**src/verilog/cptr_pkg.sv**
```systemverilog
package cptr_pkg;

  // Conversion code and register widths
  localparam int CPTR_CODE_W = 16;
  localparam int CPTR_BYTE_W = 8;
  localparam int CPTR_ADDR_W = 8;
  localparam int CPTR_NUM_CH = 8;
  localparam int CPTR_CH_W = 3;

  // Register block bases: low byte even, high byte odd, two per channel
  localparam logic [7:0] CPTR_MAX_BASE = 8'h60;
  localparam logic [7:0] CPTR_MIN_BASE = 8'h80;

  // Named offsets of the tracked registers
  localparam logic [7:0] CPTR_MAX_CH4_HIGH_BYTE = 8'h69;
  localparam logic [7:0] CPTR_MAX_CH5_LOW_BYTE = 8'h6A;
  localparam logic [7:0] CPTR_MAX_CH5_HIGH_BYTE = 8'h6B;
  localparam logic [7:0] CPTR_MAX_CH6_LOW_BYTE = 8'h6C;
  localparam logic [7:0] CPTR_MAX_CH6_HIGH_BYTE = 8'h6D;
  localparam logic [7:0] CPTR_MAX_CH7_LOW_BYTE = 8'h6E;
  localparam logic [7:0] CPTR_MAX_CH7_HIGH_BYTE = 8'h6F;
  localparam logic [7:0] CPTR_MIN_CH0_LOW_BYTE = 8'h80;
  localparam logic [7:0] CPTR_MIN_CH0_HIGH_BYTE = 8'h81;
  localparam logic [7:0] CPTR_MIN_CH1_LOW_BYTE = 8'h82;
  localparam logic [7:0] CPTR_MIN_CH1_HIGH_BYTE = 8'h83;
  localparam logic [7:0] CPTR_MIN_CH2_LOW_BYTE = 8'h84;

  // Address field positions
  localparam int CPTR_BLOCK_LSB = 4;
  localparam int CPTR_CH_LSB = 1;
  localparam int CPTR_HIGH_BIT = 0;

  // Reset and restart values
  localparam logic [7:0] CPTR_MAX_RESET = 8'h00;
  localparam logic [7:0] CPTR_MIN_RESET = 8'hFF;
  localparam logic [7:0] CPTR_UNMAPPED_DATA = 8'h00;

endpackage

```
**src/verilog/cptr_regs.sv**
```systemverilog
`timescale 1ns/1ps

// Overview of operation
// - Each channel keeps the highest code seen, updated when a new code is larger.
// - Reading a maximum byte returns it and then clears that byte to zero, or loads it from a code for that channel in the same cycle.
// - Each channel keeps the lowest code seen, updated when a new code is smaller.
// - Reading a minimum byte returns it and then reloads that byte with all ones, or from a code for that channel in the same cycle.
// - After reset every maximum byte holds zero.
// - After reset every minimum byte holds all ones.
// - Maximum bytes sit in pairs per channel, low even, high odd, ending at 0x6F.
// - Minimum bytes sit in pairs from 0x80, low even, high odd, in channel order.
// - The statistics are read-only and no write can change them.
// - The maximum block starts with channel 0 low at 0x60 and high at 0x61.
module cptr_regs
  import cptr_pkg::*;
#(
  parameter int CODE_W = CPTR_CODE_W,
  parameter int NUM_CH = CPTR_NUM_CH
) (
  // Clock and reset
  input wire logic CLK,
  input wire logic SYS_RST,
  // Conversion results
  input wire logic CONV_VALID,
  input wire logic [CPTR_CH_W-1:0] CONV_CH,
  input wire logic [CODE_W-1:0] CONV_CODE,
  // Register read port
  input wire logic REG_RD,
  input wire logic [CPTR_ADDR_W-1:0] REG_ADDR,
  output logic [CPTR_BYTE_W-1:0] REG_RDATA,
  output logic REG_RVALID
);

  logic [CODE_W-1:0] max_held [NUM_CH];
  logic [CODE_W-1:0] min_held [NUM_CH];
  logic [15:0] max_w;
  logic [15:0] min_w;
  logic [3:0] blk;
  logic [CPTR_CH_W-1:0] rd_ch;
  logic rd_high;
  logic hit_max;
  logic hit_min;
  logic ch_ok;
  logic rd_max;
  logic rd_min;
  logic [7:0] sel_byte;
  logic [7:0] rdata_reg;
  logic [7:0] rdata_next;
  logic rvalid_reg;

  // Address decode: block, channel and byte within the pair
  assign blk = REG_ADDR[7:CPTR_BLOCK_LSB];
  assign rd_ch = REG_ADDR[CPTR_BLOCK_LSB-1:CPTR_CH_LSB];
  assign rd_high = REG_ADDR[CPTR_HIGH_BIT];
  assign ch_ok = 32'(rd_ch) < NUM_CH;
  assign hit_max = (blk == CPTR_MAX_BASE[7:4]) && ch_ok;
  assign hit_min = (blk == CPTR_MIN_BASE[7:4]) && ch_ok;
  // Only reads reach the statistics; there is no write path
  assign rd_max = REG_RD && hit_max;
  assign rd_min = REG_RD && hit_min;

  // Per-channel trackers, one for the maximum and one for the minimum
  genvar g;
  generate
    for (g = 0; g < NUM_CH; g++) begin : g_ch
      logic upd;
      logic this_ch;
      assign this_ch = (32'(rd_ch) == g);
      assign upd = CONV_VALID && (32'(CONV_CH) == g);
      cptr_tracker #(
        .CODE_W(CODE_W),
        .IS_MIN(1'b0)
      ) u_max (
        .clk(CLK),
        .rst(SYS_RST),
        .upd(upd),
        .code(CONV_CODE),
        .rd_lo(rd_max && this_ch && !rd_high),
        .rd_hi(rd_max && this_ch && rd_high),
        .held(max_held[g])
      );
      cptr_tracker #(
        .CODE_W(CODE_W),
        .IS_MIN(1'b1)
      ) u_min (
        .clk(CLK),
        .rst(SYS_RST),
        .upd(upd),
        .code(CONV_CODE),
        .rd_lo(rd_min && this_ch && !rd_high),
        .rd_hi(rd_min && this_ch && rd_high),
        .held(min_held[g])
      );
    end
  endgenerate

  // Pick the addressed byte before the restart takes effect
  assign max_w = 16'(max_held[rd_ch]);
  assign min_w = 16'(min_held[rd_ch]);
  assign sel_byte = hit_max ? (rd_high ? max_w[15:8] : max_w[7:0]) :
                    hit_min ? (rd_high ? min_w[15:8] : min_w[7:0]) :
                    CPTR_UNMAPPED_DATA;
  assign rdata_next = REG_RD ? sel_byte : rdata_reg;

  // Read data register and its one-cycle valid
  always_ff @(posedge CLK) begin
    if (SYS_RST) begin
      rdata_reg <= CPTR_UNMAPPED_DATA;
      rvalid_reg <= 1'b0;
    end else begin
      rdata_reg <= rdata_next;
      rvalid_reg <= REG_RD;
    end
  end

  assign REG_RDATA = rdata_reg;
  assign REG_RVALID = rvalid_reg;

endmodule // cptr_regs

```
**src/verilog/cptr_tracker.sv**
```systemverilog
`timescale 1ns/1ps

// One channel's running extreme, held as a low and a high byte
module cptr_tracker
  import cptr_pkg::*;
#(
  parameter int CODE_W = CPTR_CODE_W,
  parameter bit IS_MIN = 1'b0
) (
  // Clock and reset
  input wire logic clk,
  input wire logic rst,
  // New conversion code
  input wire logic upd,
  input wire logic [CODE_W-1:0] code,
  // Read strobes for each byte
  input wire logic rd_lo,
  input wire logic rd_hi,
  // Held value
  output logic [CODE_W-1:0] held
);

  localparam logic [7:0] RESTART = IS_MIN ? CPTR_MIN_RESET : CPTR_MAX_RESET;

  logic [7:0] lo_reg;
  logic [7:0] lo_next;
  logic [7:0] hi_reg;
  logic [7:0] hi_next;
  logic [15:0] code_w;
  logic [15:0] cur_w;
  logic better;

  // Widen to the byte pair and compare with the held code
  assign code_w = 16'(code);
  assign cur_w = {hi_reg, lo_reg};
  assign better = upd && (IS_MIN ? (code_w < cur_w) : (code_w > cur_w));

  // A sample in the read cycle starts the new window, so it is not lost
  assign lo_next = rd_lo ? (upd ? code_w[7:0] : RESTART) :
                   (better ? code_w[7:0] : lo_reg);
  assign hi_next = rd_hi ? (upd ? code_w[15:8] : RESTART) :
                   (better ? code_w[15:8] : hi_reg);

  // Byte registers, reset to the restart value
  always_ff @(posedge clk) begin
    if (rst) begin
      lo_reg <= RESTART;
      hi_reg <= RESTART;
    end else begin
      lo_reg <= lo_next;
      hi_reg <= hi_next;
    end
  end

  assign held = CODE_W'(cur_w);

endmodule // cptr_tracker

```
**config.mk**
```make
export PLATFORM = sky130hd
export DESIGN_NAME = cptr_regs
export DESIGN_NICKNAME = d
export VERILOG_FILES = /design/src/verilog/cptr_pkg.sv /design/src/verilog/cptr_regs.sv /design/src/verilog/cptr_tracker.sv
export SDC_FILE = /design/constraint.sdc
export NUM_CORES = 1
export LEC_CHECK = 0
export BUFFER_PORTS_ARGS = -buffer_cell sky130_fd_sc_hd__buf_2
export CORE_UTILIZATION = 60
export DETAILED_ROUTE_END_ITERATION = 6
export GPL_TIMING_DRIVEN = 0
export PLACE_DENSITY = 0.77
export SLEW_MARGIN = 40
export SYNTH_ARGS = -nofsm -noshare
export SYNTH_HDL_FRONTEND = slang
export SYNTH_HIERARCHICAL = 1
export SYNTH_SLANG_ARGS = --single-unit
export TNS_END_PERCENT = 20
```
**constraint.sdc**
```tcl
create_clock -name CLK -period 3.4 [get_ports CLK]
set_clock_uncertainty 0.15 [all_clocks]
set_input_delay 0.51 -clock CLK [delete_from_list [all_inputs] [get_ports CLK]]
set_output_delay 0.51 -clock CLK [all_outputs]
set_load 0.1 [all_outputs]
```
==> flow_summary.yaml, run 1 <==
timing:
  report.final.hold_viol_count: 0
  worst_slew_pin_slew_ns: 0.955
  slew_headroom_pct: 36.1
  setup_viol: 0
  setup_tns_ns: 0
  layout_setup_ws_ns: 0.111
  hold_ws_ns: 0.331
  post-route-period-util_pct: 96.7
  period_needed_ns: 3.29
  finalMaxSlewViolations: 0
  max_freq_mhz: 304
  rsz0062_at_grt: "yes"
critical_path:
  timing.rr.start: "g_ch[5].u_max/hi_reg[7]$_SDFFE_PP0P_"
  worstPathArrival_ns: 3.57
  worstSetupStartpointType: "primary input"
  path_class: "primary input to flop"
  path_max_fanout: 10
  cp-startpoint: "REG_ADDR[2]"
  crit_path_end_kind: "flop"
  worst_ep_required_time_ns: 3.68
place:
  place.port_buffers: 37
  place_congestion: 0.983
  place_ws_ns: -0.499
  hpwl_um: 57000
  place_inst: 3477
clock_network:
  hold_buffers: 0
  cts_tree: "yes"
  cts.sinks: 265
  htreeDepth: 2
  insertion_delay_ns: 0.55
  cts_max_path_buffers: 3
  clk_pin_slew_ns: 0.06
  root_buffer: "clkbuf_16"
  cts_setup_buffers: 0
  cts_buffers: 34
yosys:
  synth.yosys.seq_area_share_pct: 22.2
  synth_top_area_share_pct: 22.2
  yosys.area.top_type: "dfxtp_1"
  synth.distinct_cells: 71
  synthesis.nets: 3200
  async_flop_share_pct: 0
  ys_warn_count: 6
  syn_area_mm2: 0.0239
  postSynthAreaPerCell_um2: 8.19
  synth_area_leaders: "dfxtp_1 22%, ha_1 13%, nor2_1 5.0%"
  synth_edf_count: 0
  synth_cells: 2921
  ys.flop_type: "dfxtp_1"
  ys_ff_latch: 265
global_route:
  grt_overflow: 0
  antenna_found_initial: 1
  grt_pass1_vias: 22900
  grt_usage_pct: 39.9
  grt_pass1_wl_um: 127000
  grt_start_max_net_pins: 47
cells_and_area:
  drive_gt1_share_pct: 16.9
  area_growth_pct: 8.18
  num-nets-final: 3273
  stdcell_count: 3533
  final_util_pct: 66.4
drt:
  via_count: 24000
  wl_per_cell_um: 23.4
  routed_via_density: 6.80
  wl_um: 82800
  drt-pass1-iter-count: 7
  drt_drc_violations_left: 0
  drtAntennaViolNets: 0
  drt_iter0_drc: 3001
floorplanning:
  core_mm2: 0.0390
  dieArea_mm2: 0.0407
  fp.dieW_um: 202
  io_pins: 40
  start_util_pct: 61.3
  die_h_um: 202
  row_count: 72
min_path:
  hold_start: "REG_RD"
  hold_path_class: "primary input to flop"
outcome:
  run_status: "finished, final reports clean"
job:
  drv_cap: 0
power_and_ir_drop:
  p_leak_nw: 10.6
  p_per_area_mw_per_mm2: 309
  vdd_drop_max_uv: 381
==> placed cells by master, fill, tap and decap left out, drive strengths merged, types with 9 or more instances in the layout <==
master  count
o21ai     136
nor2b      18
buf       124
a31oi     103
mux2       21
nand2     119
nor4        9
nand3      99
and3       13
a211oi      9
mux2i     107
clkbuf    141
nand4      46
mux4       39
dfxtp     265
a32oi      10
inv       271
clkinv     10
nor3      209
or3        93
nor2      319
a21o       14
a21oi     308
a2111o     14
o211ai     12
nand2b     62
a32o       96
nand3b      9
ha        248
==> timing repair <==
action | 4_1_cts | 5_1_grt
gates resized for setup | 0 | 0
endpoints found under the hold margin | 0 | 0
endpoints found under the setup margin | 0 | 9
==> synthesized netlist by cell type, drive strengths merged (3+ instances only) <==
| master | count |
|---|---|
| a2111o | 14 |
| a221o | 3 |
| nor4 | 9 |
| nand3 | 99 |
| clkbuf | 97 |
| a32o | 96 |
| o21a | 8 |
| mux4 | 39 |
| nor3 | 209 |
| or3 | 93 |
| inv | 270 |
| nand2b | 62 |
| a32oi | 10 |
| o211ai | 12 |
| a21o | 14 |
| o22ai | 6 |
| a31oi | 103 |
| nand3b | 9 |
| a211oi | 9 |
| nand2 | 119 |
| a21oi | 308 |
| mux2 | 21 |
| o2111ai | 8 |
| nand4 | 46 |
| a222oi | 6 |
| a2bb2oi | 6 |
| dfxtp | 265 |
| mux2i | 107 |
| and3 | 13 |
| buf | 87 |
| or3b | 6 |
| nor2 | 319 |
| a211o | 4 |
| or4 | 8 |
| nor2b | 18 |
| a22o | 7 |
| o21ai | 136 |
| a221oi | 8 |
| ha | 248 |
| and4 | 4 |
==> worst max-delay path: stages <==
cell and delay [ns]:
buf_2 0.24, buf_4 0.25, buf_2 0.35, buf_4 0.29
nand2_1 0.41, nor3_1 0.79, clkbuf_1 0.45, a32o_1 0.22
a21oi_2 0.04
==> power by group <==
part	internal [mW]	total [mW]	switching, mW
Clock	1.92	3.36	1.44
Combinational	0.459	1.44	0.982
Sequential	3.16	3.21	0.0471
==> layer usage <==
layer	track usage (%)	part of all wire, %	vias to the layer above	wire, µm
met4	23.9	6.3	0	5210
met2	61.7	43	1487	35600
met3	6.96	12	340	9640
li1	-	-	10900	-
met5	0	0	-	0
met1	52.0	39	11300	32400
==> cells by family after synthesis <==
| kind of cell | synth area share, % |
|---|---|
| DFF | 22.2 |
| AOI/OAI and AO/OA | 25.0 |
| adders and majority gates | 13.0 |
| muxes | 9.21 |
| buffers and inverters | 9.10 |
| and+or+nand+nor | 21.5 |
==> per-stage QoR <==
| stage | instance area (µm²) | power (mW) |
|---|---|---|
| after floorplan | 23900 | 4.14 |
| after global placement | 24800 | 4.58 |
| after detailed placement | 24800 | 4.66 |
| after CTS | 25800 | 7.98 |
| after global routing | 25900 | 8.25 |
| final | 25900 | 8.01 |
==> final timing paths <==
kind                                          end  slack (ns)  depth (start not counted)
max          g_ch[3].u_min/hi_reg[6]$_SDFFE_PP1P_        0.11                          9
min                     REG_RDATA[6]$_SDFFE_PP0P_        0.33                          3
max reg2reg  g_ch[5].u_max/lo_reg[2]$_SDFFE_PP0P_        0.79                          8
min reg2reg  g_ch[6].u_max/hi_reg[3]$_SDFFE_PP0P_        0.34                          2
==> area by class of cell <==
type | instances | area (µm²)
inverters | 270 | 1010
plain buffers | 185 | 1160
fillers | 3260 | 13100
clock buffers | 44 | 930
well taps | 518 | 648
diodes | 1 | 2.50
flip-flops and latches | 265 | 5310
repair buffers | 38 | 251
clock inverters | 12 | 66.3
multi-input cells | 2200 | 16500
(Power assumes the default switching activity.)
==> run 2, diff against run 1 <==
--- a/config.mk
+++ b/config.mk
@@ -6,10 +6,10 @@
 export NUM_CORES = 1
 export LEC_CHECK = 0
 export BUFFER_PORTS_ARGS = -buffer_cell sky130_fd_sc_hd__buf_2
-export CORE_UTILIZATION = 60
+export CORE_UTILIZATION = 59
 export DETAILED_ROUTE_END_ITERATION = 6
 export GPL_TIMING_DRIVEN = 0
-export PLACE_DENSITY = 0.77
+export PLACE_DENSITY = 0.78
 export SLEW_MARGIN = 40
 export SYNTH_ARGS = -nofsm -noshare
 export SYNTH_HDL_FRONTEND = slang
==> constraint.sdc (replaced) <==
create_clock -name CLK -period 3 [get_ports CLK]
set_clock_uncertainty 0.15 [all_clocks]
set_input_delay 0.45 -clock CLK [delete_from_list [all_inputs] [get_ports CLK]]
set_output_delay 0.45 -clock CLK [all_outputs]
set_load 0.1 [all_outputs]
==> run 2 against run 1 <==
Sequential power rose by 13%. Flip-flop and latch count did not move. Worst setup slack worse by 0.081 ns. Total power is 22% higher. Via count increased by 0.75%. Highest routed layer is now met5. Largest power group unchanged. Final cell count is 0.37% higher. Combinational power increased by 14%. Register-to-register slack got worse by 0.42 ns. Die area increased by 1.7%. Clock power increased by 33%. Utilization shrank 0.69 points. Sequential share of layout area down 0.21 points.
==> flow_summary.yaml, run 2 (synthesis gave the netlist of run 1 again) <==
min_path:
  hold_start: "REG_RD"
  hold_path_class: "primary input to flop"
timing:
  post-route-period-util_pct: 99.0
  period_needed_ns: 2.97
  setup_viol: 0
  finalMaxSlewViolations: 0
  max_freq_mhz: 337
  worst_slew_pin_slew_ns: 0.918
  slew_headroom_pct: 38.8
  report.final.hold_viol_count: 0
  rsz0062_at_grt: "no"
power_and_ir_drop:
  p_total_mw: 9.75
  p_leak_nw: 10.7
  vdd_drop_max_uv: 447
  p_per_area_mw_per_mm2: 373
drt:
  drtAntennaViolNets: 0
  wl_per_cell_um: 23.9
  drt_iter0_drc: 2919
  wl_um: 84800
  drt-pass1-iter-count: 6
  drt_drc_violations_left: 0
  routed_via_density: 6.83
  via_count: 24200
clock_network:
  cts_tree: "yes"
  root_buffer: "clkbuf_16"
  hold_buffers: 0
  clk_pin_slew_ns: 0.06
  cts_max_path_buffers: 3
  htreeDepth: 2
  cts_buffers: 35
  cts.sinks: 265
  insertion_delay_ns: 0.56
cells_and_area:
  area_growth_pct: 9.29
  final_common_cell: "nor2_1"
  final_util_pct: 65.7
  drive_gt1_share_pct: 17.6
  num-nets-final: 3274
  postLayoutCellArea_mm2: 0.0262
  final_cell_mix: "319 x nor2_1, 270 x inv_1, 265 x dfxtp_1"
  stdcell_count: 3546
critical_path:
  worstPathArrival_ns: 3.24
  r2r_slack_ns: 0.37
  worst_ep_required_time_ns: 3.27
  worstSetupStartpointType: "primary input"
  timing.rr.start: "g_ch[2].u_max/hi_reg[5]$_SDFFE_PP0P_"
  path_class: "primary input to flop"
  path_max_fanout: 10
  cp-startpoint: "REG_ADDR[3]"
  crit_path_end_kind: "flop"
floorplanning:
  start_util_pct: 60.1
  core_mm2: 0.0398
  die_h_um: 203
  row_count: 73
  io_pins: 40
  fp.dieW_um: 203
  dieArea_mm2: 0.0414
global_route:
  grt_pass1_wl_um: 131000
  grt_pass1_vias: 23400
  antenna_found_initial: 2
  grt_usage_pct: 40.5
  gr-usage-met3_pct: 9.25
  met2_usage_pct: 61.0
  busiest_layer: "met2"
  grtUsageMet1_pct: 51.7
  grt_overflow: 0
  grt_start_max_net_pins: 45
place:
  placed_cell_area_mm2: 0.0249
  place_inst: 3484
  hpwl_um: 57700
  place_congestion: 0.971
  place.port_buffers: 37
job:
  drv_cap: 0
outcome:
  run_status: "finished, final reports clean"
[run 2: final timing paths]
path / end / cells after the start
max: g_ch[4].u_max/lo_reg[2]$_SDFFE_PP0P_ / 11
min: REG_RDATA[6]$_SDFFE_PP0P_ / 3
min reg2reg: g_ch[6].u_max/lo_reg[3]$_SDFFE_PP0P_ / 2
max reg2reg: g_ch[2].u_max/lo_reg[2]$_SDFFE_PP0P_ / 8
[run 2: report_power, final]
part / total, mW / internal (mW) / switching, mW / leakage, nW
Combinational: 1.64 / 0.521 / 1.12 / 7.95
Clock: 4.47 / 2.73 / 1.74 / 0.601
Sequential: 3.63 / 3.58 / 0.0547 / 2.14
Total: 9.75 / 6.83 / 2.92 / 10.7
[run 2: final cells by class]
type / count / area (µm²)
repair buffers: 38 / 251
clock inverters: 17 / 190
multi-input cells: 2200 / 16600
plain buffers: 185 / 1160
diodes: 1 / 2.50
fillers: 3355 / 13700
clock buffers: 45 / 1020
well taps: 525 / 657
inverters: 270 / 1010
flip-flops and latches: 265 / 5310
[run 2: critical path, cell delays in order]
cell and delay (ns):
buf_2 0.14, buf_2 0.30, buf_2 0.29, buf_2 0.34, nand3b_1 0.23, nor3_1 0.55
clkbuf_2 0.33, or3_1 0.18, nor2_1 0.05, a31oi_1 0.28, o21ai_2 0.09
[run 2: routing by layer]
layer / share of wire, % / wire length [µm]
met3: 12 / 10400
met4: 7.0 / 5940
met2: 43 / 36000
met1: 38 / 32400
met5: 0.013 / 11
[run 2: timing repair]
action	4_1_cts	5_1_grt
resized for setup	6	8
buffers inserted	0	0
setup endpoints to repair	64	79
[run 2: through the flow]
stage	TNS (ns)	worst slack, ns	hold WS [ns]
after floorplan	0	0.270	0.308
after global placement	-105.86	-0.988	0.322
after detailed placement	-97.91	-0.844	0.335
after CTS	0	0.00703	0.274
after global routing	0	0.0418	0.296
final	0	0.0297	0.292
